$ cat src/include/ring_mgmt_pkg.sv
// Purpose: constants and types for the ring kick flags and phy management engine
// Assumes: bit n of a register is bit n of the 32-bit bus word
// Notes: offsets are byte addresses on the plain register port
package ring_mgmt_pkg;
  localparam int unsigned ADDR_W = 12;
  localparam logic [11:0] CTRL_OFS = 12'he40;
  localparam logic [11:0] EVENT_OFS = 12'he44;
  localparam logic [11:0] MASK_OFS = 12'he48;
  localparam logic [11:0] RX_KICK_OFS = 12'he50;
  localparam logic [11:0] TX_KICK_OFS = 12'he54;
  localparam logic [11:0] FRAME_OFS = 12'he80;
  localparam logic [11:0] CLOCK_OFS = 12'he84;
  localparam int unsigned ENABLE_BIT = 30;
  localparam int unsigned KICK_BIT = 7;
  localparam int unsigned MGMT_DONE_BIT = 8;
  localparam int unsigned SKIP_BIT = 24;
  localparam int unsigned DIV_LSB = 25;
  localparam int unsigned DIV_MSB = 30;
  localparam int unsigned OP_LSB = 2;
  localparam int unsigned TA_LSB = 14;
  localparam int unsigned DATA_LSB = 16;
  localparam logic [4:0] PREAMBLE_LAST = 5'h1f;
  localparam logic [4:0] FRAME_LAST = 5'h1f;
  localparam logic [4:0] TA_IDX = 5'h0e;
  localparam logic [4:0] DATA_IDX = 5'h10;
  localparam logic [31:0] ZERO_RESET = 32'h0000_0000;
  localparam logic [5:0] DIV_RESET = 6'h00;

  typedef struct packed {
    logic [11:0] addr;
    logic [31:0] wdata;
    logic wr;
    logic rd;
  } reg_req_t;

  typedef enum logic [1:0] {
    MG_IDLE = 2'b00,
    MG_PREAMBLE = 2'b01,
    MG_FRAME = 2'b10
  } mgmt_state_t;
endpackage

$ cat src/hdl/ring_kick_and_phy_mgmt.sv
// Purpose: ring kick flags, event flag and phy management frame engine
// Assumes: one clock at 25 MHz; descriptor status pulses come from logic on clk
// Notes: mdc and mdio drive come straight from flip-flops
`timescale 1ns/1ps
module ring_kick_and_phy_mgmt
  import ring_mgmt_pkg::*;
(
  input wire logic clk,
  input wire logic rst_b,
  input wire reg_req_t bus_req,
  output logic [31:0] rdata,
  input wire logic rx_desc_empty,
  input wire logic tx_desc_not_ready,
  output logic rx_poll,
  output logic tx_poll,
  output logic irq,
  output logic mdc,
  output logic mdio_out,
  output logic mdio_oe,
  input wire logic mdio_in
);
  localparam int START_BOUND = 140;

  logic enable_reg, enable_next;
  logic rx_kick_reg, rx_kick_next;
  logic tx_kick_reg, tx_kick_next;
  logic done_evt_reg, done_evt_next;
  logic done_mask_reg, done_mask_next;
  logic [31:0] frame_reg, frame_next;
  logic skip_reg, skip_next;
  logic [5:0] div_sw_reg, div_sw_next;
  logic [5:0] div_act_reg, div_act_next;
  logic [5:0] div_cnt_reg, div_cnt_next;
  logic mdc_reg, mdc_next;
  logic pend_reg, pend_next;
  mgmt_state_t state_reg, state_next;
  logic [4:0] idx_reg, idx_next;
  logic mdio_out_reg, mdio_out_next;
  logic mdio_oe_reg, mdio_oe_next;
  logic [31:0] rdata_reg, rdata_next;
  logic rx_poll_reg, tx_poll_reg, irq_reg;
  logic sync1_reg, sync2_reg, sync3_reg, mdio_in_reg, mdio_in_next;
  logic wr_ctrl, wr_event, wr_mask, wr_rx, wr_tx, wr_frame, wr_clock;
  logic tick, fall, rise, is_read, done_set;

  always_comb begin
    wr_ctrl = bus_req.wr && (bus_req.addr == CTRL_OFS);
    wr_event = bus_req.wr && (bus_req.addr == EVENT_OFS);
    wr_mask = bus_req.wr && (bus_req.addr == MASK_OFS);
    wr_rx = bus_req.wr && (bus_req.addr == RX_KICK_OFS);
    wr_tx = bus_req.wr && (bus_req.addr == TX_KICK_OFS);
    wr_frame = bus_req.wr && (bus_req.addr == FRAME_OFS);
    wr_clock = bus_req.wr && (bus_req.addr == CLOCK_OFS);
  end

  // register file, ring kick flags and event flag
  always_comb begin
    enable_next = wr_ctrl ? bus_req.wdata[ENABLE_BIT] : enable_reg;
    rx_kick_next = rx_kick_reg;
    tx_kick_next = tx_kick_reg;
    if (rx_desc_empty && rx_poll_reg) begin
      rx_kick_next = 1'b0;
    end
    if (tx_desc_not_ready && tx_poll_reg) begin
      tx_kick_next = 1'b0;
    end
    // a kick write in the same cycle as a descriptor clear wins
    if (wr_rx) begin
      rx_kick_next = 1'b1;
    end
    if (wr_tx) begin
      tx_kick_next = 1'b1;
    end
    if (wr_ctrl && !bus_req.wdata[ENABLE_BIT]) begin
      rx_kick_next = 1'b0;
      tx_kick_next = 1'b0;
    end
    done_evt_next = done_evt_reg;
    if (wr_event && bus_req.wdata[MGMT_DONE_BIT]) begin
      done_evt_next = 1'b0;
    end
    if (done_set) begin
      done_evt_next = 1'b1;
    end
    done_mask_next = wr_mask ? bus_req.wdata[MGMT_DONE_BIT] : done_mask_reg;
    skip_next = wr_clock ? bus_req.wdata[SKIP_BIT] : skip_reg;
    div_sw_next = wr_clock ? bus_req.wdata[DIV_MSB:DIV_LSB] : div_sw_reg;
    rdata_next = ZERO_RESET;
    if (bus_req.rd) begin
      if (bus_req.addr == CTRL_OFS) begin
        rdata_next[ENABLE_BIT] = enable_reg;
      end else if (bus_req.addr == EVENT_OFS) begin
        rdata_next[MGMT_DONE_BIT] = done_evt_reg;
      end else if (bus_req.addr == MASK_OFS) begin
        rdata_next[MGMT_DONE_BIT] = done_mask_reg;
      end else if (bus_req.addr == RX_KICK_OFS) begin
        rdata_next[KICK_BIT] = rx_kick_reg;
      end else if (bus_req.addr == TX_KICK_OFS) begin
        rdata_next[KICK_BIT] = tx_kick_reg;
      end else if (bus_req.addr == FRAME_OFS) begin
        rdata_next = frame_reg;
      end else if (bus_req.addr == CLOCK_OFS) begin
        rdata_next[SKIP_BIT] = skip_reg;
        rdata_next[DIV_MSB:DIV_LSB] = div_sw_reg;
      end
    end
  end

  // mdc divider: half period is div_act_reg clocks, so duty stays at 50%
  always_comb begin
    tick = 1'b0;
    div_act_next = div_act_reg;
    div_cnt_next = div_cnt_reg;
    mdc_next = mdc_reg;
    if (div_act_reg == DIV_RESET) begin
      mdc_next = 1'b0;
      div_cnt_next = DIV_RESET;
      div_act_next = div_sw_reg;
    end else if (div_cnt_reg == div_act_reg - 6'h01) begin
      tick = 1'b1;
      div_cnt_next = DIV_RESET;
      // while mdc runs, a new divider only lands at the end of a half period
      div_act_next = div_sw_reg;
      mdc_next = (div_sw_reg == DIV_RESET) ? 1'b0 : !mdc_reg;
    end else begin
      div_cnt_next = div_cnt_reg + 6'h01;
    end
    fall = tick && mdc_reg;
    rise = tick && !mdc_reg;
  end

  // frame engine: drive on falling mdc, sample on rising mdc
  always_comb begin
    // opcode field: bit 2 leaves first, so wire 10 (read) is bit2=1, bit3=0
    is_read = frame_reg[OP_LSB] && !frame_reg[OP_LSB + 1];
    state_next = state_reg;
    idx_next = idx_reg;
    frame_next = wr_frame ? bus_req.wdata : frame_reg;
    pend_next = pend_reg;
    mdio_out_next = mdio_out_reg;
    mdio_oe_next = mdio_oe_reg;
    done_set = 1'b0;
    mdio_in_next = (sync2_reg == sync3_reg) ? sync3_reg : mdio_in_reg;
    case (state_reg)
      MG_IDLE: begin
        if (fall && pend_reg) begin
          pend_next = 1'b0;
          idx_next = 5'h00;
          mdio_oe_next = 1'b1;
          if (skip_reg) begin
            state_next = MG_FRAME;
            mdio_out_next = frame_reg[0];
          end else begin
            state_next = MG_PREAMBLE;
            mdio_out_next = 1'b1;
          end
        end
      end
      MG_PREAMBLE: begin
        if (fall) begin
          if (idx_reg == PREAMBLE_LAST) begin
            state_next = MG_FRAME;
            idx_next = 5'h00;
            mdio_out_next = frame_reg[0];
          end else begin
            idx_next = idx_reg + 5'h01;
          end
        end
      end
      MG_FRAME: begin
        if (fall) begin
          if (idx_reg == FRAME_LAST) begin
            state_next = MG_IDLE;
            mdio_oe_next = 1'b0;
            mdio_out_next = 1'b0;
            done_set = 1'b1;
          end else begin
            idx_next = idx_reg + 5'h01;
            mdio_out_next = frame_reg[idx_reg + 5'h01];
            mdio_oe_next = !(is_read && (idx_reg + 5'h01 >= TA_IDX));
          end
        end else if (rise && is_read && idx_reg >= DATA_IDX && !wr_frame) begin
          // first sampled bit, the data msb, lands in bit 16, the lowest bit of the data field
          frame_next[idx_reg] = mdio_in_reg;
        end
      end
      default: begin
        state_next = MG_IDLE;
      end
    endcase
    if (wr_frame) begin
      pend_next = 1'b1;
    end
  end

  always_ff @(posedge clk) begin
    sync1_reg <= mdio_in;
    sync2_reg <= sync1_reg;
    sync3_reg <= sync2_reg;
    frame_reg <= frame_next;
    if (!rst_b) begin
      enable_reg <= 1'b0;
      rx_kick_reg <= 1'b0;
      tx_kick_reg <= 1'b0;
      done_evt_reg <= 1'b0;
      done_mask_reg <= 1'b0;
      skip_reg <= 1'b0;
      div_sw_reg <= DIV_RESET;
      div_act_reg <= DIV_RESET;
      div_cnt_reg <= DIV_RESET;
      mdc_reg <= 1'b0;
      pend_reg <= 1'b0;
      state_reg <= MG_IDLE;
      idx_reg <= 5'h00;
      mdio_out_reg <= 1'b0;
      mdio_oe_reg <= 1'b0;
      rdata_reg <= ZERO_RESET;
      rx_poll_reg <= 1'b0;
      tx_poll_reg <= 1'b0;
      irq_reg <= 1'b0;
      mdio_in_reg <= 1'b1;
    end else begin
      enable_reg <= enable_next;
      rx_kick_reg <= rx_kick_next;
      tx_kick_reg <= tx_kick_next;
      done_evt_reg <= done_evt_next;
      done_mask_reg <= done_mask_next;
      skip_reg <= skip_next;
      div_sw_reg <= div_sw_next;
      div_act_reg <= div_act_next;
      div_cnt_reg <= div_cnt_next;
      mdc_reg <= mdc_next;
      pend_reg <= pend_next;
      state_reg <= state_next;
      idx_reg <= idx_next;
      mdio_out_reg <= mdio_out_next;
      mdio_oe_reg <= mdio_oe_next;
      rdata_reg <= rdata_next;
      rx_poll_reg <= rx_kick_next && enable_next;
      tx_poll_reg <= tx_kick_next && enable_next;
      irq_reg <= done_evt_next && done_mask_next;
      mdio_in_reg <= mdio_in_next;
    end
  end

  assign rdata = rdata_reg;
  assign rx_poll = rx_poll_reg;
  assign tx_poll = tx_poll_reg;
  assign irq = irq_reg;
  assign mdc = mdc_reg;
  assign mdio_out = mdio_out_reg;
  assign mdio_oe = mdio_oe_reg;
endmodule // ring_kick_and_phy_mgmt

$ cat config.mk
export PLATFORM = sky130hd
export DESIGN_NAME = ring_kick_and_phy_mgmt
export DESIGN_NICKNAME = d
export VERILOG_FILES = /design/src/include/ring_mgmt_pkg.sv /design/src/hdl/ring_kick_and_phy_mgmt.sv
export SDC_FILE = /design/constraint.sdc
export NUM_CORES = 1
export LEC_CHECK = 0
export BUFFER_PORTS_ARGS = -buffer_cell sky130_fd_sc_hd__buf_2
export CAP_MARGIN = 20
export CORE_UTILIZATION = 35
export DETAILED_ROUTE_END_ITERATION = 10
export HOLD_SLACK_MARGIN = 0.15
export PLACE_DENSITY = 0.51
export SLEW_MARGIN = 20
export SYNTH_ARGS = -nofsm -noshare
export SYNTH_HDL_FRONTEND = slang
export SYNTH_SLANG_ARGS = --single-unit
$ cat constraint.sdc
create_clock -name clk -period 3.5 [get_ports clk]
set_clock_uncertainty 0.05 [all_clocks]
set_input_delay 0.35 -clock clk [delete_from_list [all_inputs] [get_ports clk]]
set_output_delay 0.35 -clock clk [all_outputs]
set_load 0.02 [all_outputs]
After elaboration in Yosys (flattened, before gate mapping) --
Index checks and enable logic that the tools add are counted.
Cells by class: add/subtract/negate cells 3, order comparisons 5, eq/ne operators 18, multiplexer cells 66, bitwise logic cells 3, reductions and logical operators 48
Operators by type and width (number):
- $mux 32 | 4
- $eq 12x12->1 const B | 7
- $mux 23 | 2
- $mux 22 | 2
- $mux 1 | 35
- $bwmux 32 | 1
- $mux 5 | 5
- $mux 24 | 1
- $logic_and 1x1->1 | 23
- $pmux 5 s3 | 1
- $reduce_and 5->1 | 3
- $mux 7 | 2
- $logic_not 6->1 | 2
- $lt 5x6->1 const B | 2
- $mux 2 | 6
- $mux 6 | 2
- $ne 2x2->1 const B | 6
- $reduce_bool 2->1 | 4
- $reduce_or 8->1 | 1
- $reduce_or 7->1 | 1
- $add 6x1->6 const B | 1
- $eq 6x6->1 | 1
- $pmux 2 s3 | 1
- $reduce_or 3->1 | 2
- 21 further kinds | 28
Word-level totals: register bits 106, output and inout bits 38

Depth between registers and ports, before layout --
word-level depth 11, depth in mapped cells 11

Worst setup path after synthesis --
Ideal clock, no wire load.
path type reg2reg, start reg idx_reg[0], end reg mdio_out_reg, in the netlist mdio_out, library setup time 0.086 ns, arrival time 2.331 ns, path slack 1.034 ns, stages on the path, launching flop included 12, buffers on the path 3, clock period less this slack 2.466 ns, path through dfxtp_1 -> buf_2 -> inv_1 -> ha_1 -> buf_2 -> buf_2 -> mux2i_1 -> mux4_2 -> nand3_1 -> o211ai_1 -> o211a_1 -> a211oi_1
Between the ends: longest elaborated chain between the ends 6, elaborated cells between the ends (all ways) 9, those cells by class 1 x add/sub; 2 x eq/ne; 5 x mux; 1 x reduce/logical
RTL lines:
- from (decl) | line ring_kick_and_phy_mgmt.sv:37 | logic [4:0] idx_reg, idx_next;
- from (signal assigned) | line ring_kick_and_phy_mgmt.sv:235 | idx_reg <= idx_next;
- $add 5x1->5 | line ring_kick_and_phy_mgmt.sv:179 | mdio_out_next = frame_reg[idx_reg + 5'h01];
- $bmux 1 s5 | line ring_kick_and_phy_mgmt.sv:179
- $mux 1 (implied by the code) | line ring_kick_and_phy_mgmt.sv:179
- $mux 1 | line ring_kick_and_phy_mgmt.sv:172 | if (idx_reg == FRAME_LAST) begin
- $mux 1 | line ring_kick_and_phy_mgmt.sv:171 | if (fall) begin
- $pmux 1 s3 | line ring_kick_and_phy_mgmt.sv:144 | case (state_reg)
- to (signal assigned) | line ring_kick_and_phy_mgmt.sv:236 | mdio_out_reg <= mdio_out_next;
- to (decl) | line ring_kick_and_phy_mgmt.sv:38 | logic mdio_out_reg, mdio_out_next;
Several ways; a longest one is shown, not always the timed one. The select of a mux whose other input is x is not followed. A chain may end at the register's enable or synchronous reset.

Worst setup path in the final report --
start reg div_act_reg[0], end reg frame_reg[24]
Between the ends: longest elaborated chain between the ends 11, elaborated cells between the ends (all ways) 13, those cells by class 1 x add/sub; 1 x eq/ne; 5 x mux; 6 x reduce/logical
RTL lines:
- from (decl) | line ring_kick_and_phy_mgmt.sv:32 | logic [5:0] div_act_reg, div_act_next;
- from (signal assigned) | line ring_kick_and_phy_mgmt.sv:230 | div_act_reg <= div_act_next;
- $sub 6x1->6 | line ring_kick_and_phy_mgmt.sv:119 | end else if (div_cnt_reg == div_act_reg - 6'h01) begin
- $eq 6x6->1 | line ring_kick_and_phy_mgmt.sv:119
- $mux 1 | line ring_kick_and_phy_mgmt.sv:119
- $mux 1 * | line ring_kick_and_phy_mgmt.sv:115 | if (div_act_reg == DIV_RESET) begin
- $logic_and 1x1->1 | line ring_kick_and_phy_mgmt.sv:129 | rise = tick && !mdc_reg;
- $logic_and 1x1->1 (3 in series) | line ring_kick_and_phy_mgmt.sv:182 | end else if (rise && is_read && idx_reg >= DATA_IDX && !wr_frame) begin
- $mux 32 | line ring_kick_and_phy_mgmt.sv:182
- $mux 32 * | line ring_kick_and_phy_mgmt.sv:171
- $mux 32 * | line ring_kick_and_phy_mgmt.sv:144
- named net frame_next[24] | line ring_kick_and_phy_mgmt.sv:29 | logic [31:0] frame_reg, frame_next;
- to (signal assigned) | line ring_kick_and_phy_mgmt.sv:200 | frame_reg <= frame_next;
- to (decl) | line ring_kick_and_phy_mgmt.sv:29
The timed path passes the listed nets; every way through them passes the cells marked *.

==> results.yml <==
global_route:
  grtUsageTotal_pct: 16.97
  grt-ovfl-total: 0
  grt_use_met3_pct: 4.906
  grt_max_degree: 34
  grt_pass1_vias: 3729
  top_usage_layer: "met2"
  grt_pass1_wl_mm: 18.93
  use_met2_pct: 29.06
  antenna_found_initial: 0
  met1_usage_pct: 20.75
clock_tree:
  root_buffer: "clkbuf_16"
  cts_resized: 0
  cts_hold_buf: 1
  clock_sinks: 106
  postCtsSetupBuffers: 0
  cts_buffers: 9
  clk_latency_ns: 0.35
  clk_path_buf_depth: 2
  clk_pin_slew_ns: 0.07
  cts_tree: "built"
  htree_levels: 3
pwr:
  ir_worst_vdd_v: 0.0002011
  powerDensity_nw_per_um2: 398.4
  leakage_nw: 2.518
status:
  outcome: "completed"
finish:
  nNetsFinal: 621
  final_common_cell: "dfxtp_1"
  multi_input_area_sq_um: 2634
  layout-drive-gt1-share_pct: 31.14
  fill_cells: 1368
  seq_area_sq_um: 2122
  final_cell_mix: "106 x dfxtp_1, 88 x buf_2, 29 x nor2_1"
  syn_to_final_growth_pct: 18.02
  finalInstanceArea_sq_um: 5819
  antenna_cells: 0
timing:
  rsz0062_at_grt: "no"
  slew_headroom_pct: 33.20
  period_needed_ns: 2.684
  fmax_mhz: 372.6
  finalSetupViolations: 0
  hold_ws_ns: 0.1745
  tightestPinTransition_ns: 1.000
  finalHoldViolations: 0
  fin_crit_sh_pct: 76.68
  maxSlewViolCount: 0
  setup_tns_ns: 0
yosys:
  yosysWarnings: 0
  synth_cells: 478
  syn-cell-area_sq_um: 4931
  synth_area_leaders: "dfxtp_1 43%, mux2_4 6.7%, mux2_2 6.4%"
  yosysSeqAreaShare_pct: 43.03
  synthFlopType: "dfxtp_1"
  yosys.cell_types.count: 61
  ys_ff_latch: 106
  synth.top_cell.area_share_pct: 43.03
  synth_top_area_cell: "dfxtp_1"
  async_reset_ff_share_pct: 0
  avgSynthCellArea_sq_um: 10.32
  synth_nets: 541
  synth_edf_count: 0
placement:
  dp_hpwl_mm: 8.856
  numPortBuffers: 88
  postPlaceCellArea_sq_um: 5508
  gp_congestion: 0.8058
detailed_routing:
  wl_per_cell_microns: 16.00
  drc: 0
  via_count: 3711
  via_per_inst: 5.001
  ant_nets: 0
  drt_iter0_markers: 269
  dr.pass1.iters: 4
  routed_wl_mm: 11.88
worst_hold_path:
  hold_class: "in -> reg"
die:
  start_util_pct: 35.66
  die_area_sq_um: 14570
  dieWidth_microns: 120.7
  dieHeight_microns: 120.7
  io_pins: 89
  core_area_sq_um: 13830
  num_rows: 43
setup_path:
  reg2reg_slack_ns: 0.82
  cp_data_arrival_time_ns: 2.87
  r2r-start: "div_act_reg[0]"
  cp.required_ns: 3.69
  startpoint: "div_act_reg[0]"
  r2r_cells: 8
  cp-end-kind: "flop"
  cp-start-kind: "flop"
  crit_fanout: 17
  critPathKind: "reg -> reg"
  timing.rr.end: "frame_reg[24]"
  crit_end: "frame_reg[24]"
job:
  max_cap_violations: 0
worst min-delay path by stage:
stage / slack [ns] / startpoint / to / cells after the start
after floorplan: 0.26 / sync1_reg / sync2_reg / 0
after global placement: 0.26 / sync1_reg / sync2_reg / 0
after detailed placement: 0.27 / sync1_reg / sync2_reg / 0
after CTS: 0.16 / bus_req[14] / frame_reg[12] / 2
after global routing: 0.16 / bus_req[4] / frame_reg[2] / 2
final: 0.17 / bus_req[14] / frame_reg[12] / 2
metrics by stage:
step | total power [mW] | setup slack (ns) | std cells | util, %
floorplan | 1.265 | 1.034 | 478 | -
global placement | 1.304 | 0.9132 | 726 | 39.83
detailed placement | 1.305 | 0.8621 | 726 | 39.83
CTS | 2.355 | 0.8566 | 742 | 42.09
global route | 2.401 | 0.6660 | 742 | 42.09
finish | 2.318 | 0.8163 | 742 | 42.09
per-layer routing:
layer	wire, microns	vias up
met4	148	0
met3	480	7
met5	0	-
li1	-	1877
met1	5566	1762
met2	5679	65
cell families after synthesis:
kind of cell             Yosys count  synth area share [%]
adder cells (fa/ha/maj)           12                 3.045
flip-flops                       106                 43.03
buffers and inverters             40                 3.552
AND/OR/NAND/NOR                  161                 18.40
XOR/XNOR                          14                 2.487
multiplexers                      74                 19.51
AO/OA/AOI/OAI                     71                 9.973
cells in the mapped netlist, drive strengths merged (3+ instances only):
library cell,count
a21oi,24
or2,3
mux4,6
a22o,6
and3,6
mux2,51
nand3,18
xor2,7
o21ai,10
inv,17
clkbuf,15
or3,4
buf,8
nor3b,3
o211ai,5
mux2i,17
dfxtp,106
xnor2,7
nand2,21
and2,25
nand4,19
and3b,3
ha,12
nor2,32
nand2b,5
a22oi,4
nor3,10
nand3b,4
area by class of cell:
class | instances | area share [%]
Clock buffer | 10 | 4.107
Clock inverter | 5 | 1.075
Inverter | 17 | 1.097
Multi-Input combinational cell | 332 | 45.26
Sequential cell | 106 | 36.47
Tap cell | 180 | 3.870
Timing Repair Buffer | 92 | 8.127
power by group:
part	switching, mW	internal, mW	leakage [nW]
Sequential	0.00586	1.21	0.855
Combinational	0.0324	0.0297	1.52
Clock	0.464	0.577	0.147
Total	0.502	1.82	2.52
critical path: stages, from the launching register on:
cell	delay, ns
dfxtp_1	0.41
inv_1	0.09
ha_1	0.31
xnor2_1	0.14
nor2_1	0.18
o2111ai_1	0.25
nor2_2	0.58
nand4_1	0.23
mux2_4	0.34
(Power assumes the default switching activity.)
